**src/include/serial_port_pkg.sv**
```systemverilog
// Constants, field layouts and carrier types shared by the dual serial port register block.
// Assumes a 100 MHz pclk domain and an APB master that decodes word addresses (index times four).
// Operation
// Two independent asynchronous serial ports live side by side in one block.
// Reading data offset with divisor access clear returns oldest received character.
// Writing data offset with divisor access clear loads the transmit holding register.
// Divisor bytes appear at offsets zero and one only while divisor access is set.
// Low divisor byte gives bits 7:0, high byte gives bits 15:8 of one divisor.
// Software writes the divisor high byte before the low byte.
// The new divisor takes effect the moment the low byte is written.
// Bit rate is clock divided by seven times the divisor.
// Enable bit 3 lets modem status changes raise an interrupt, reset zero.
// Enable bit 2 lets receiver line errors raise an interrupt.
// Enable bit 1 lets an empty transmit holding register raise an interrupt.
// Enable bit 0 lets received data raise an interrupt; bits 7:4 read zero.
// Identification bits 3:1 give the highest pending source code; 7:4 read zero.
// Identification bit 0 reads zero while pending, one otherwise, one after reset.
// Offset two reads identification and writes go to FIFO control.
// Code 011, line errors, top priority, cleared by reading line status.
// Code 010 trigger level and 110 four-character timeout share second priority.
// Code 001 holding empty, cleared by write or identification read; 000 modem, lowest.
// Characters use a low start bit, data LSB first, one high stop bit.
// Reading the receive buffer pops a character; empty clears data available.
package serial_port_pkg;

  localparam int unsigned N_PORTS_DEF   = 2;
  localparam int unsigned RX_DEPTH_DEF  = 16;
  localparam int unsigned DIV_W         = 16;
  localparam int unsigned PADDR_W       = 16;

  // Word indices; the byte address on the bus is four times the index.
  localparam logic [13:0] IDX_DATA_P0   = 14'h2500;
  localparam logic [13:0] IDX_IER_P0    = 14'h2501;
  localparam logic [13:0] IDX_IIR_P0    = 14'h2502;
  localparam logic [13:0] IDX_LCR_P0    = 14'h2503;
  localparam logic [13:0] IDX_LSR_P0    = 14'h2505;
  localparam logic [13:0] IDX_MSR_P0    = 14'h2506;
  localparam logic [13:0] PORT_STRIDE   = 14'h0010;

  localparam logic [7:0]  RBR_RESET     = 8'h00;
  localparam logic [7:0]  THR_RESET     = 8'h00;
  localparam logic [7:0]  DLL_RESET     = 8'h00;
  localparam logic [7:0]  DLM_RESET     = 8'h00;
  localparam logic [3:0]  IER_RESET     = 4'h0;
  localparam logic [7:0]  LCR_RESET     = 8'h00;
  localparam logic [1:0]  TRIG_RESET    = 2'h3;
  localparam logic [DIV_W-1:0] DIV_RESET = 16'h0000;

  localparam int unsigned LCR_DIVISOR_LATCH_ACCESS_BIT  = 7;
  localparam int unsigned IER_MSI_BIT   = 3;
  localparam int unsigned IER_RLS_BIT   = 2;
  localparam int unsigned IER_THRE_BIT  = 1;
  localparam int unsigned IER_RDA_BIT   = 0;
  localparam int unsigned FCR_RXRST_BIT = 1;
  localparam int unsigned FCR_TXRST_BIT = 2;

  localparam logic [2:0]  CODE_LINE     = 3'h3;
  localparam logic [2:0]  CODE_RXDATA   = 3'h2;
  localparam logic [2:0]  CODE_TIMEOUT  = 3'h6;
  localparam logic [2:0]  CODE_THRE     = 3'h1;
  localparam logic [2:0]  CODE_MODEM    = 3'h0;

  localparam logic [4:0]  TRIG_LVL0     = 5'h01;
  localparam logic [4:0]  TRIG_LVL1     = 5'h04;
  localparam logic [4:0]  TRIG_LVL2     = 5'h08;
  localparam logic [4:0]  TRIG_LVL3     = 5'h0E;

  localparam logic [2:0]  TICKS_PER_BIT = 3'd7;
  localparam logic [2:0]  RX_MID_TICK   = 3'd3;
  localparam logic [2:0]  LAST_DATA_BIT = 3'd7;
  localparam logic [5:0]  TIMEOUT_BITS  = 6'd40;

  typedef enum logic [1:0] {
    LINE_IDLE  = 2'b00,
    LINE_START = 2'b01,
    LINE_DATA  = 2'b11,
    LINE_STOP  = 2'b10
  } line_state_t;

  typedef struct packed {
    logic       valid;
    logic [7:0] data;
    logic       framing_err;
    logic       brk;
  } rx_event_t;

endpackage

```
**src/serial_line_engine.sv**
```systemverilog
// Line side of one serial port: divisor prescaler, transmit and receive shifters.
// Assumes rxd is already synchronous to pclk and ce freezes every flip-flop.
`timescale 1ns/10ps
module serial_line_engine (
  input  wire logic                              pclk,
  input  wire logic                              presetn,
  input  wire logic                              ce,
  input  wire logic                              div_load,
  input  wire logic [serial_port_pkg::DIV_W-1:0] div_value,
  input  wire logic                              tx_start,
  input  wire logic [7:0]                        tx_data,
  input  wire logic                              rxd,
  output logic                                   txd,
  output logic                                   tx_busy,
  output logic                                   bit_tick,
  output serial_port_pkg::rx_event_t             rx_event
);
  import serial_port_pkg::*;

  logic [DIV_W-1:0] div_q;
  logic [DIV_W-1:0] pre_q;
  logic             tick;
  logic [2:0]       bp_q;
  line_state_t      tx_st_q;
  logic [2:0]       tx_ph_q;
  logic [2:0]       tx_bit_q;
  logic [7:0]       tx_sh_q;
  line_state_t      rx_st_q;
  logic [2:0]       rx_ph_q;
  logic [2:0]       rx_bit_q;
  logic [7:0]       rx_sh_q;

  // A zero divisor stops the prescaler, so the line simply holds.
  assign tick     = ce && (div_q != '0) && (pre_q == div_q - 16'h0001);
  assign bit_tick = tick && (bp_q == TICKS_PER_BIT - 3'd1);
  assign tx_busy  = (tx_st_q != LINE_IDLE);

  always_ff @(posedge pclk or negedge presetn) begin
    if (!presetn) begin
      div_q <= DIV_RESET;
      pre_q <= '0;
      bp_q  <= '0;
    end else if (ce) begin
      if (div_load) begin
        div_q <= div_value;
        pre_q <= '0;
        bp_q  <= '0;
      end else if (tick) begin
        pre_q <= '0;
        bp_q  <= (bp_q == TICKS_PER_BIT - 3'd1) ? 3'd0 : bp_q + 3'd1;
      end else if (div_q != '0) begin
        pre_q <= pre_q + 16'h0001;
      end
    end
  end

  always_ff @(posedge pclk or negedge presetn) begin
    if (!presetn) begin
      tx_st_q  <= LINE_IDLE;
      tx_ph_q  <= '0;
      tx_bit_q <= '0;
      tx_sh_q  <= '0;
      txd      <= 1'b1;
    end else if (ce) begin
      case (tx_st_q)
        LINE_IDLE: if (tx_start) begin
          tx_sh_q <= tx_data;
          tx_ph_q <= '0;
          tx_st_q <= LINE_START;
          txd     <= 1'b0;
        end
        default: if (tick) begin
          if (tx_ph_q != TICKS_PER_BIT - 3'd1) begin
            tx_ph_q <= tx_ph_q + 3'd1;
          end else begin
            tx_ph_q <= '0;
            case (tx_st_q)
              LINE_START: begin
                tx_st_q  <= LINE_DATA;
                tx_bit_q <= '0;
                txd      <= tx_sh_q[0];
                tx_sh_q  <= {1'b0, tx_sh_q[7:1]};
              end
              LINE_DATA: if (tx_bit_q == LAST_DATA_BIT) begin
                tx_st_q <= LINE_STOP;
                txd     <= 1'b1;
              end else begin
                tx_bit_q <= tx_bit_q + 3'd1;
                txd      <= tx_sh_q[0];
                tx_sh_q  <= {1'b0, tx_sh_q[7:1]};
              end
              default: tx_st_q <= LINE_IDLE;
            endcase
          end
        end
      endcase
    end
  end

  always_ff @(posedge pclk or negedge presetn) begin
    if (!presetn) begin
      rx_st_q  <= LINE_IDLE;
      rx_ph_q  <= '0;
      rx_bit_q <= '0;
      rx_sh_q  <= '0;
      rx_event <= '0;
    end else if (ce) begin
      rx_event.valid <= 1'b0;
      case (rx_st_q)
        LINE_IDLE: if (tick && !rxd) begin
          rx_st_q <= LINE_START;
          rx_ph_q <= '0;
        end
        LINE_START: if (tick) begin
          if (rx_ph_q != RX_MID_TICK) begin
            rx_ph_q <= rx_ph_q + 3'd1;
          end else if (rxd) begin
            rx_st_q <= LINE_IDLE; // A short low glitch is not a start bit.
          end else begin
            rx_st_q  <= LINE_DATA;
            rx_ph_q  <= '0;
            rx_bit_q <= '0;
          end
        end
        default: if (tick) begin
          if (rx_ph_q != TICKS_PER_BIT - 3'd1) begin
            rx_ph_q <= rx_ph_q + 3'd1;
          end else begin
            rx_ph_q <= '0;
            if (rx_st_q == LINE_DATA) begin
              rx_sh_q <= {rxd, rx_sh_q[7:1]};
              if (rx_bit_q == LAST_DATA_BIT) begin
                rx_st_q <= LINE_STOP;
              end else begin
                rx_bit_q <= rx_bit_q + 3'd1;
              end
            end else begin
              rx_st_q              <= LINE_IDLE;
              rx_event.valid       <= 1'b1;
              rx_event.data        <= rx_sh_q;
              rx_event.framing_err <= !rxd;
              rx_event.brk         <= !rxd && (rx_sh_q == 8'h00);
            end
          end
        end
      endcase
    end
  end

endmodule

```
**src/async_serial_port_regs.sv**
```systemverilog
// APB register front end for a set of identical asynchronous serial ports.
// Assumes an APB master in the pclk domain and line inputs already synchronous to pclk.
//
// Implementation choice: the APB interface to the registers.
`timescale 1ns/10ps
module async_serial_port_regs #(
  parameter int unsigned N_PORTS  = serial_port_pkg::N_PORTS_DEF,
  parameter int unsigned RX_DEPTH = serial_port_pkg::RX_DEPTH_DEF
) (
  input  wire logic                                pclk,
  input  wire logic                                presetn,
  input  wire logic                                ce,
  input  wire logic                                psel,
  input  wire logic                                penable,
  input  wire logic                                pwrite,
  input  wire logic [serial_port_pkg::PADDR_W-1:0] paddr,
  input  wire logic [31:0]                         pwdata,
  output logic      [31:0]                         prdata,
  output logic                                     pready,
  output logic                                     pslverr,
  input  wire logic [N_PORTS-1:0]                  rxd,
  input  wire logic [N_PORTS-1:0]                  cts_n,
  output logic      [N_PORTS-1:0]                  txd,
  output logic      [N_PORTS-1:0]                  irq
);
  import serial_port_pkg::*;

  localparam int unsigned AW = $clog2(RX_DEPTH);
  localparam int unsigned CW = $clog2(RX_DEPTH + 1);

  logic        access;
  logic        done;
  logic        wr_done;
  logic        rd_done;
  logic [13:0] idx;
  logic [3:0]  off;
  logic [7:0]  rd_data [N_PORTS];
  logic [N_PORTS-1:0] hit;
  logic [N_PORTS-1:0] sel;
  logic [7:0]  rd_mux;
  logic        any_hit;

  // The answer comes one cycle into the access phase so prdata and pready leave flip-flops.
  assign access  = psel && penable && !pready;
  assign done    = psel && penable && pready;
  assign wr_done = done && pwrite;
  assign rd_done = done && !pwrite;
  assign idx     = paddr[PADDR_W-1:2];
  assign off     = idx[3:0];

  always_comb begin
    rd_mux  = 8'h00;
    any_hit = 1'b0;
    for (int p = 0; p < N_PORTS; p++) begin
      if (hit[p]) begin
        rd_mux  = rd_data[p];
        any_hit = 1'b1;
      end
    end
  end

  always_ff @(posedge pclk or negedge presetn) begin
    if (!presetn) begin
      pready  <= 1'b0;
      pslverr <= 1'b0;
      prdata  <= 32'h0000_0000;
    end else if (ce) begin
      pready  <= access;
      pslverr <= access && !any_hit;
      if (access) begin
        prdata <= {24'h00_0000, rd_mux};
      end
    end
  end

  for (genvar gp = 0; gp < N_PORTS; gp++) begin : g_port
    localparam logic [13:0] BASE = IDX_DATA_P0 + 14'(gp) * PORT_STRIDE;

    logic [7:0]    mem [RX_DEPTH];
    logic [AW-1:0] wr_ptr_q;
    logic [AW-1:0] rd_ptr_q;
    logic [CW-1:0] count_q;
    logic [7:0]    dl_low_q;
    logic [7:0]    dl_high_q;
    logic [3:0]    ier_q;
    logic [7:0]    lcr_q;
    logic [1:0]    trig_q;
    logic [7:0]    thr_q;
    logic          thr_full_q;
    logic          thre_pend_q;
    logic          oe_q;
    logic          fe_q;
    logic          bi_q;
    logic          cts_q;
    logic          dcts_q;
    logic [5:0]    to_cnt_q;
    logic          divisor_latch_access;
    logic          div_load;
    logic          tx_busy;
    logic          bit_tick;
    logic          xfer;
    logic          push;
    logic          pop;
    logic          rx_flush;
    logic          thr_wr;
    logic          fcr_wr;
    logic          iir_rd;
    logic          lsr_rd;
    logic          msr_rd;
    logic          line_err;
    logic          rx_avail;
    logic          timed_out;
    logic          pending;
    logic [2:0]    code;
    logic [4:0]    trig_lvl;
    logic [7:0]    line_status;
    rx_event_t     rx_ev;

    assign sel[gp]  = (idx[13:4] == BASE[13:4]);
    assign divisor_latch_access     = lcr_q[LCR_DIVISOR_LATCH_ACCESS_BIT];
    assign thr_wr   = wr_done && sel[gp] && (off == IDX_DATA_P0[3:0]) && !divisor_latch_access;
    assign div_load = wr_done && sel[gp] && (off == IDX_DATA_P0[3:0]) && divisor_latch_access;
    assign fcr_wr   = wr_done && sel[gp] && (off == IDX_IIR_P0[3:0]);
    assign pop      = rd_done && sel[gp] && (off == IDX_DATA_P0[3:0]) && !divisor_latch_access && (count_q != '0);
    assign iir_rd   = rd_done && sel[gp] && (off == IDX_IIR_P0[3:0]);
    assign lsr_rd   = rd_done && sel[gp] && (off == IDX_LSR_P0[3:0]);
    assign msr_rd   = rd_done && sel[gp] && (off == IDX_MSR_P0[3:0]);
    assign rx_flush = fcr_wr && pwdata[FCR_RXRST_BIT];
    assign push     = rx_ev.valid && (count_q != CW'(RX_DEPTH)) && !rx_flush;
    assign xfer     = thr_full_q && !tx_busy;

    always_comb begin
      case (trig_q)
        2'h0:    trig_lvl = TRIG_LVL0;
        2'h1:    trig_lvl = TRIG_LVL1;
        2'h2:    trig_lvl = TRIG_LVL2;
        default: trig_lvl = TRIG_LVL3;
      endcase
    end

    assign line_err  = oe_q || fe_q || bi_q;
    assign rx_avail  = (count_q >= CW'(trig_lvl));
    assign timed_out = (count_q != '0) && (to_cnt_q >= TIMEOUT_BITS);

    // Fixed priority: line errors, then received data or timeout, then holding empty, then modem.
    always_comb begin
      pending = 1'b1;
      code    = CODE_MODEM;
      if (ier_q[IER_RLS_BIT] && line_err) begin
        code = CODE_LINE;
      end else if (ier_q[IER_RDA_BIT] && rx_avail) begin
        code = CODE_RXDATA;
      end else if (ier_q[IER_RDA_BIT] && timed_out) begin
        code = CODE_TIMEOUT;
      end else if (ier_q[IER_THRE_BIT] && thre_pend_q) begin
        code = CODE_THRE;
      end else if (ier_q[IER_MSI_BIT] && dcts_q) begin
        code = CODE_MODEM;
      end else begin
        pending = 1'b0;
      end
    end

    assign line_status = {1'b0, !thr_full_q && !tx_busy, !thr_full_q, bi_q, fe_q, 1'b0, oe_q, count_q != '0};

    always_comb begin
      hit[gp]     = sel[gp];
      rd_data[gp] = 8'h00;
      case (off)
        IDX_DATA_P0[3:0]: rd_data[gp] = divisor_latch_access ? dl_low_q : mem[rd_ptr_q];
        IDX_IER_P0[3:0]:  rd_data[gp] = divisor_latch_access ? dl_high_q : {4'h0, ier_q};
        IDX_IIR_P0[3:0]:  rd_data[gp] = {4'h0, code, !pending};
        IDX_LCR_P0[3:0]:  rd_data[gp] = lcr_q;
        IDX_LSR_P0[3:0]:  rd_data[gp] = line_status;
        IDX_MSR_P0[3:0]:  rd_data[gp] = {3'h0, cts_q, 3'h0, dcts_q};
        default:          hit[gp] = 1'b0;
      endcase
    end

    always_ff @(posedge pclk or negedge presetn) begin
      if (!presetn) begin
        dl_low_q  <= DLL_RESET;
        dl_high_q <= DLM_RESET;
        ier_q     <= IER_RESET;
        lcr_q     <= LCR_RESET;
        trig_q    <= TRIG_RESET;
      end else if (ce && wr_done && sel[gp]) begin
        case (off)
          IDX_DATA_P0[3:0]: if (divisor_latch_access) dl_low_q <= pwdata[7:0];
          IDX_IER_P0[3:0]: begin
            if (divisor_latch_access) begin
              dl_high_q <= pwdata[7:0];
            end else begin
              ier_q <= pwdata[3:0];
            end
          end
          IDX_IIR_P0[3:0]: trig_q <= pwdata[7:6];
          IDX_LCR_P0[3:0]: lcr_q <= pwdata[7:0];
          default: ;
        endcase
      end
    end

    // A write to the holding register while it is still full replaces the waiting byte.
    always_ff @(posedge pclk or negedge presetn) begin
      if (!presetn) begin
        thr_q       <= THR_RESET;
        thr_full_q  <= 1'b0;
        thre_pend_q <= 1'b0;
      end else if (ce) begin
        if (thr_wr) begin
          thr_q <= pwdata[7:0];
        end
        thr_full_q <= thr_wr || (thr_full_q && !xfer && !(fcr_wr && pwdata[FCR_TXRST_BIT]));
        if (xfer) begin
          thre_pend_q <= 1'b1;
        end else if (thr_wr || (iir_rd && pending && code == CODE_THRE)) begin
          thre_pend_q <= 1'b0;
        end
      end
    end

    always_ff @(posedge pclk) begin
      if (ce && push) begin
        mem[wr_ptr_q] <= rx_ev.data;
      end
    end

    always_ff @(posedge pclk or negedge presetn) begin
      if (!presetn) begin
        wr_ptr_q <= '0;
        rd_ptr_q <= '0;
        count_q  <= '0;
        to_cnt_q <= '0;
      end else if (ce) begin
        if (rx_flush) begin
          wr_ptr_q <= '0;
          rd_ptr_q <= '0;
          count_q  <= '0;
          to_cnt_q <= '0;
        end else begin
          if (push) wr_ptr_q <= AW'((32'(wr_ptr_q) + 1) % RX_DEPTH);
          if (pop) rd_ptr_q <= AW'((32'(rd_ptr_q) + 1) % RX_DEPTH);
          count_q <= count_q + CW'(push) - CW'(pop);
          if (push || pop || count_q == '0) begin
            to_cnt_q <= '0;
          end else if (bit_tick && to_cnt_q < TIMEOUT_BITS) begin
            to_cnt_q <= to_cnt_q + 6'd1;
          end
        end
      end
    end

    // Hardware set wins over a status read in the same cycle; an event one cycle earlier misses prdata and is cleared unread.
    always_ff @(posedge pclk or negedge presetn) begin
      if (!presetn) begin
        oe_q   <= 1'b0;
        fe_q   <= 1'b0;
        bi_q   <= 1'b0;
        cts_q  <= 1'b0;
        dcts_q <= 1'b0;
        irq[gp] <= 1'b0;
      end else if (ce) begin
        oe_q   <= (rx_ev.valid && count_q == CW'(RX_DEPTH)) || (oe_q && !lsr_rd);
        fe_q   <= (rx_ev.valid && rx_ev.framing_err) || (fe_q && !lsr_rd);
        bi_q   <= (rx_ev.valid && rx_ev.brk) || (bi_q && !lsr_rd);
        cts_q  <= !cts_n[gp];
        dcts_q <= (cts_q != !cts_n[gp]) || (dcts_q && !msr_rd);
        irq[gp] <= pending;
      end
    end

    serial_line_engine u_engine (
      .pclk      (pclk),
      .presetn   (presetn),
      .ce        (ce),
      .div_load  (div_load),
      .div_value ({dl_high_q, pwdata[7:0]}),
      .tx_start  (xfer),
      .tx_data   (thr_q),
      .rxd       (rxd[gp]),
      .txd       (txd[gp]),
      .tx_busy   (tx_busy),
      .bit_tick  (bit_tick),
      .rx_event  (rx_ev)
    );
  end

endmodule

```
**config.mk**
```make
export PLATFORM = sky130hd
export DESIGN_NAME = async_serial_port_regs
export DESIGN_NICKNAME = d
export VERILOG_FILES = /design/src/include/serial_port_pkg.sv /design/src/serial_line_engine.sv /design/src/async_serial_port_regs.sv
export SDC_FILE = /design/constraint.sdc
export NUM_CORES = 1
export LEC_CHECK = 0
export BUFFER_PORTS_ARGS = -buffer_cell sky130_fd_sc_hd__buf_2
export CAP_MARGIN = 40
export CORE_MARGIN = 3
export CORE_UTILIZATION = 30
export DETAILED_ROUTE_END_ITERATION = 8
export GPL_TIMING_DRIVEN = 0
export MAX_ROUTING_LAYER = met4
export PLACE_DENSITY_LB_ADDON = 0.05
export SLEW_MARGIN = 30
export SYNTH_ARGS = -nofsm -noshare
export SYNTH_HDL_FRONTEND = slang
export SYNTH_SLANG_ARGS = --single-unit
```
**constraint.sdc**
```tcl
create_clock -name pclk -period 7.92 [get_ports pclk]
set_input_delay 1.584 -clock pclk [delete_from_list [all_inputs] [get_ports pclk]]
set_output_delay 1.584 -clock pclk [all_outputs]
set_load 0.01 [all_outputs]
```
==> results.cfg, run 1 <==
[layout]
drive_gt1_share_pct = 19.0
mostFrequentLayoutCells = nand2_1 (299), dfrtp_1 (292), edfxtp_1 (256)
final_net_count = 2380
final_common_cell = nand2_1
fin_cells = 3463
area_growth_pct = 16.9

[sta]
period_minus_slack_ns = 5.07
hold_violations = 0
max_slew_margin_pct = 40.6
fin_crit_sh_pct = 64.0
rsz0062_at_grt = no
clock.fmax_ghz = 0.197
worstMarginPinSlew_ns = 0.886
setup_viol = 0
fin_skew_ns = 0.0163
drv_slew = 0

[synthesis]
synth-seq-cells = 554
synth_area_um2 = 26100
synth_top_area_share_pct = 29.5
synth_area_leader_cell = edfxtp_1
synth_cell_types = 77
ys_seq_area_share_pct = 58.1
yosys-top-cells-area = edfxtp_1 (29%), dfrtp_1 (28%), mux4_2 (6.9%), mux2_2 (4.7%), nand2_1 (4.3%)
synthFlopType = dfrtp_1
synth_cells = 2095
yosys_warnings = 0
async_flop_share_pct = 53.8
syn_area_per_cell_um2 = 12.4
synth_edf_count = 256

[place]
port_buffers = 39
dp_cells = 3332
dp_hpwl_um = 55000
gp_congestion = 0.831

[floorplan]
die_area_um2 = 90400
pin_count = 96
core_area_um2 = 85700
rows = 107
start_util_pct = 30.4
die_w_um = 301
die_h_um = 301

[cts]
cts_tree = yes
post_cts_resized = 0
clock-root-buffer = clkbuf_16
clkSlewWorstSetupHoldPaths_ns = 0.05
clk_path_buf_depth = 3
clk_latency_ns = 0.59
htree_num_levels = 3
cts_made_buffers = 69
hold_buffers = 0
postCtsSetupRepairBufs = 0
cts.sinks = 554

[global_routing]
grt_use_met2_pct = 27.0
grt_pass1_wl_um = 116000
grt_usage_pct = 17.4
antenna_found_initial = 3
grt_overflow = 0
met1_usage_pct = 23.9
grt_max_degree = 76
globalRouteMet3Util_pct = 2.60
gr-max-usage-layer = met2
grt_pass1_vias = 17700

[routing]
viasPerCell = 4.98
route.detailed.drc = 0
ant_nets = 0
detail_route.iter0.violations = 1192
routed_wl_um = 75800
drtPass1Iterations = 5
vias = 17200
wl_per_cell_um = 21.9

[power_and_ir_drop]
netSwitchingPower_mw = 1.78
fin_total_pwr_mw = 6.99
power.density_nw_per_um2 = 229
combPwrFrac_pct = 9.6
cell_internal_pwr_mw = 5.21
pwr-share-clk_pct = 44.6
irDropWorstVdd_v = 0.000126
p_leak_nw = 12.6
pwr-share-seq_pct = 45.8
p_sw_share_pct = 25.5

[setup_path]
r2r_start = g_port[1].u_engine.div_q[4]
endpoint_kind = flop
cp_max_fo = 10
rrSetupSlack_ns = 3.76
ff2ff_path_depth = 11
critPathKind = in -> reg
rr_endpoint = g_port[1].u_engine.tx_sh_q[4]
start_kind = input port
worstPathArrival_ns = 5.53
worstPathRequired_ns = 8.39

[hold_path]
worstHoldEndpoint = g_port[1].dl_low_q[5]
hold_class = reg -> reg
hold_depth = 2
hold_start = g_port[1].dl_low_q[5]

[run_status]
status = finished clean

[run]
maxCapViolations = 0
-- final cells by class --
| cell class | count | area, um^2 |
|---|---|---|
| fillers | 8494 | 55200 |
| flip-flops and latches | 554 | 15200 |
| multi-input cells | 1379 | 10300 |
| clock buffers | 91 | 1910 |
| well taps | 1144 | 1430 |
| plain buffers | 119 | 567 |
| repair buffers | 73 | 557 |
| clock inverters | 36 | 318 |
| inverters | 66 | 248 |
| diodes | 1 | 2.50 |
-- flip-flops by register name (all words and copies together), names as in the netlist, 8 cells and up --
register and cells:
g_port.mem 256, g_port.count_q 10, g_port.lcr_q 16, g_port.u_engine.pre_q 32
g_port.to_cnt_q 12, g_port.rd_ptr_q 8, g_port.dl_low_q 16, prdata 8
g_port.dl_high_q 16, g_port.u_engine.rx_event 22, g_port.u_engine.div_q 32, g_port.u_engine.tx_sh_q 16
g_port.u_engine.rx_sh_q 16, g_port.ier_q 8, g_port.wr_ptr_q 8, g_port.thr_q 16
-- Yosys cell counts (22+ instances only) --
library cell	n
nand2_1	299
dfrtp_1	292
edfxtp_1	256
mux2_2	109
nor2_1	90
o21ai_0	85
mux4_2	80
clkbuf_1	74
nand3_1	69
inv_1	65
ha_1	58
a21oi_1	57
nor3_1	49
xor2_1	39
and2_1	34
xnor2_1	31
or3_1	27
buf_4	26
nor4_1	26
and3_1	24
mux2i_1	22
-- power by group through the flow --
stage	clock (mW)	combinational, mW	sequential (mW)
5_1_grt	3.35	0.773	3.21
6_report	3.12	0.674	3.20
4_1_cts	3.22	0.682	3.20
3_5_place_dp	0	0.675	3.25
2_1_floorplan	0	0.457	3.22
3_3_place_gp	0	0.648	3.25
-- cell families after synthesis --
logic type	after synthesis	share of synthesized area, %
and+or+nand+nor	719	13.4
DFF	554	58.1
AOI/OAI and AO/OA	290	7.31
muxes	216	12.8
buffers and inverters	185	3.10
xor gates and xnor gates	70	2.35
adders and majority gates	60	2.94
other	1	0.0144
-- how the worst max path moves through the flow --
stage / to / from
after floorplan: g_port[1].count_q[4] / paddr[5]
after global placement: g_port[0].u_engine.rx_event[4] / presetn
after detailed placement: g_port[0].count_q[4] / paddr[14]
after CTS: g_port[0].count_q[4] / paddr[14]
after global routing: g_port[0].count_q[4] / paddr[14]
final: g_port[0].count_q[4] / paddr[14]
-- routing by layer --
layer  vias up  part of all wire [%]
met2       324                    46
met3        97                   4.1
met5         -                     0
met1      8779                    48
li1       8039                     -
met4         0                   2.1
-- per-stage QoR --
stage | cell area, um^2 | setup TNS (ns) | hold WS [ns] | worst slack [ns] | utilization (%)
6_report | 30500 | 0 | 0.469 | 2.85 | 35.6
5_1_grt | 30500 | 0 | 0.501 | 2.59 | 35.6
4_1_cts | 30400 | 0 | 0.473 | 2.90 | 35.5
3_5_place_dp | 28200 | 0 | 0.460 | 2.28 | 32.9
3_3_place_gp | 27800 | -280.84 | 0.456 | -1.02 | 32.4
2_1_floorplan | 26100 | 0 | 0.438 | 3.40 | -
-- critical path: stages --
cell      delay (ns)
buf_2           0.10
nor2b_1         0.55
nand3_1         0.39
nor3_1          0.52
nand3_1         0.22
clkbuf_1        0.34
nand2_1         0.23
ha_1            0.26
ha_1            0.22
fa_1            0.41
a21oi_1         0.19
o21bai_1        0.10
xnor2_1         0.17
o21ai_0         0.10
nand2_1         0.08
o21ai_0         0.07
(Power assumes the default switching activity.)
==> run 2: changes to the inputs <==
- clock period: 7.92 -> 4.1 ns (I/O delays scaled with it)
==> run 2 against run 1 <==
  * Combinational power grew 94%
  * Sequential power grew 93%
  * Clock skew is essentially flat
  * Flip-flop and latch count is the same
  * Wire length is essentially flat
  * Count of clock-buffer cells in the layout is the same
  * Cell area grew 0.41%
  * Total power grew 93%
  * Clock power grew 93%
  * Sequential share of layout area shrank 0.20 points
  * Worst setup slack lost 2.7 ns
==> results.cfg, run 2 (synthesized netlist as in run 1, its figures left out) <==
[cts]
cts_tree = yes
cts_made_buffers = 69
clock-root-buffer = clkbuf_16
cts.sinks = 554
clk_latency_ns = 0.60
clk_path_buf_depth = 3
htree_num_levels = 3
clkSlewWorstSetupHoldPaths_ns = 0.06
hold_buffers = 0

[floorplan]
die_h_um = 301
core_area_um2 = 85700
die_area_um2 = 90400
pin_count = 96
die_w_um = 301
rows = 107
start_util_pct = 30.4

[routing]
ant_nets = 0
routed_wl_um = 75800
wl_met1_um = 36100
vias = 17300
wl_per_cell_um = 21.9
drtPass1Iterations = 5
route.detailed.drc = 0
met3_length_um = 3050
wl_met2_um = 35100
detail_route.iter0.violations = 1237
top_layer = met4
viasPerCell = 5.00

[layout]
largest_registers = g_port.mem: 256 flops, g_port.u_engine.div_q: 32 flops, g_port.u_engine.pre_q: 32 flops
mostFrequentLayoutCells = nand2_1 (299), dfrtp_1 (292), edfxtp_1 (256)
fin_cells = 3464
largest_reg_flops = 256
largest-register = g_port.mem
drive_gt1_share_pct = 19.9
area_growth_pct = 17.4
final_net_count = 2381
final_common_cell = nand2_1

[sta]
drv_slew = 0
clock.fmax_ghz = 0.254
fin_ws_ns = 0.157
fin_skew_ns = 0.0166
rsz0062_at_grt = no
setup_viol = 0
worstMarginPinSlew_ns = 0.885
fin_crit_sh_pct = 96.2
hold_violations = 0
max_slew_margin_pct = 40.7
period_minus_slack_ns = 3.94

[setup_path]
cp_slowest_cell = or4_1
critPathKind = reg -> reg
crit_path_frequent_cell = or4_1
worstPathArrival_ns = 4.43
slowest_delay_ns = 0.59
cp_max_fo = 10
cp_cell_sequence = or4_1 -> or3_4 -> o21a_1 -> or4_1 -> or4_1 -> buf_2 -> or4_4 -> buf_6 -> buf_6 -> mux2_4
endpoint_kind = flop
start_kind = flop
worstPathRequired_ns = 4.58

[place]
dp_cells = 3332
dp_hpwl_um = 55000
port_buffers = 39
dp_slack_ns = -0.773
gp_congestion = 0.831

[power_and_ir_drop]
p_leak_nw = 12.6
power.density_nw_per_um2 = 441
irDropWorstVdd_v = 0.000244

[global_routing]
grt_pass1_vias = 17700
grt_usage_pct = 17.4
antenna_found_initial = 3
grt_max_degree = 76
grt_overflow = 0
grt_pass1_wl_um = 116000

[hold_path]
hold_class = in -> async

[run]
maxCapViolations = 0

[run_status]
status = finished clean
-- run 2: report_power, final --
group | switching (mW) | internal (mW) | leakage, nW
combinational | 0.808 | 0.501 | 5.04
clock | 2.42 | 3.60 | 1.11
sequential | 0.216 | 5.96 | 6.45
total | 3.44 | 10.1 | 12.6
-- run 2: stage by stage --
stage                     util (%)  area, um^2  hold WS [ns]  power [mW]  setup TNS, ns
final                         35.7       30600        0.0776        13.5              0
after global routing          35.7       30600        0.0706        14.2              0
after CTS                     35.6       30500        0.0482        13.7              0
after detailed placement      32.9       28200         0.460        7.59          -9.51
after global placement        32.4       27800         0.456        7.53       -1550.57
after floorplan                  -       26100         0.438        7.10              0
-- run 2: final cells by class --
type                       instances  area, um^2
tap                             1144        1430
buffer                           119         573
clock buffer                      91        1910
antenna                            1        2.50
sequential                       554       15200
multi-input combinational       1379       10400
fill                            8484       55100
timing repair buffer              74         564
inverter                          66         248
clock inverter                    36         318
-- run 2: metal layers --
layer | track usage [%] | vias up
li1 | - | 8046
met1 | 23.9 | 8832
met2 | 27.0 | 329
met3 | 2.60 | 96
met4 | 4.54 | 0
met5 | - | -
-- run 2: worst paths after layout --
kind                                        startpoint                              to  slack, ns  depth (start not counted)
setup / recovery           g_port[0].u_engine.div_q[7]  g_port[0].u_engine.rx_event[8]       0.16                         10
hold / removal                                 presetn    g_port[1].u_engine.pre_q[11]       0.08                          1
setup reg to reg           g_port[0].u_engine.div_q[7]  g_port[0].u_engine.rx_event[8]       0.16                         10
hold reg to reg                  g_port[1].dl_low_q[5]           g_port[1].dl_low_q[5]       0.47                          2
max in group asynchronous                      presetn             g_port[0].trig_q[1]       2.90                          3
min in group pclk                g_port[1].dl_low_q[5]           g_port[1].dl_low_q[5]       0.47                          2
-- run 2: what timing repair did --
action / 4_1_cts / 5_1_grt
resized for setup: 7 / 25
hold endpoints to repair: 0 / 0
setup endpoints to repair: 28 / 66
setup buffers: 0 / 1
pin swaps: 0 / 0
-- run 2: worst max-delay path, delay by kind of cell (launching register included) --
family                 cells  cell delay, ns
multiplexers               1            0.30
flip-flops                 1            0.46
buffers and inverters      3            0.48
AO/OA/AOI/OAI              1            0.19
AND/OR/NAND/NOR            5            2.41
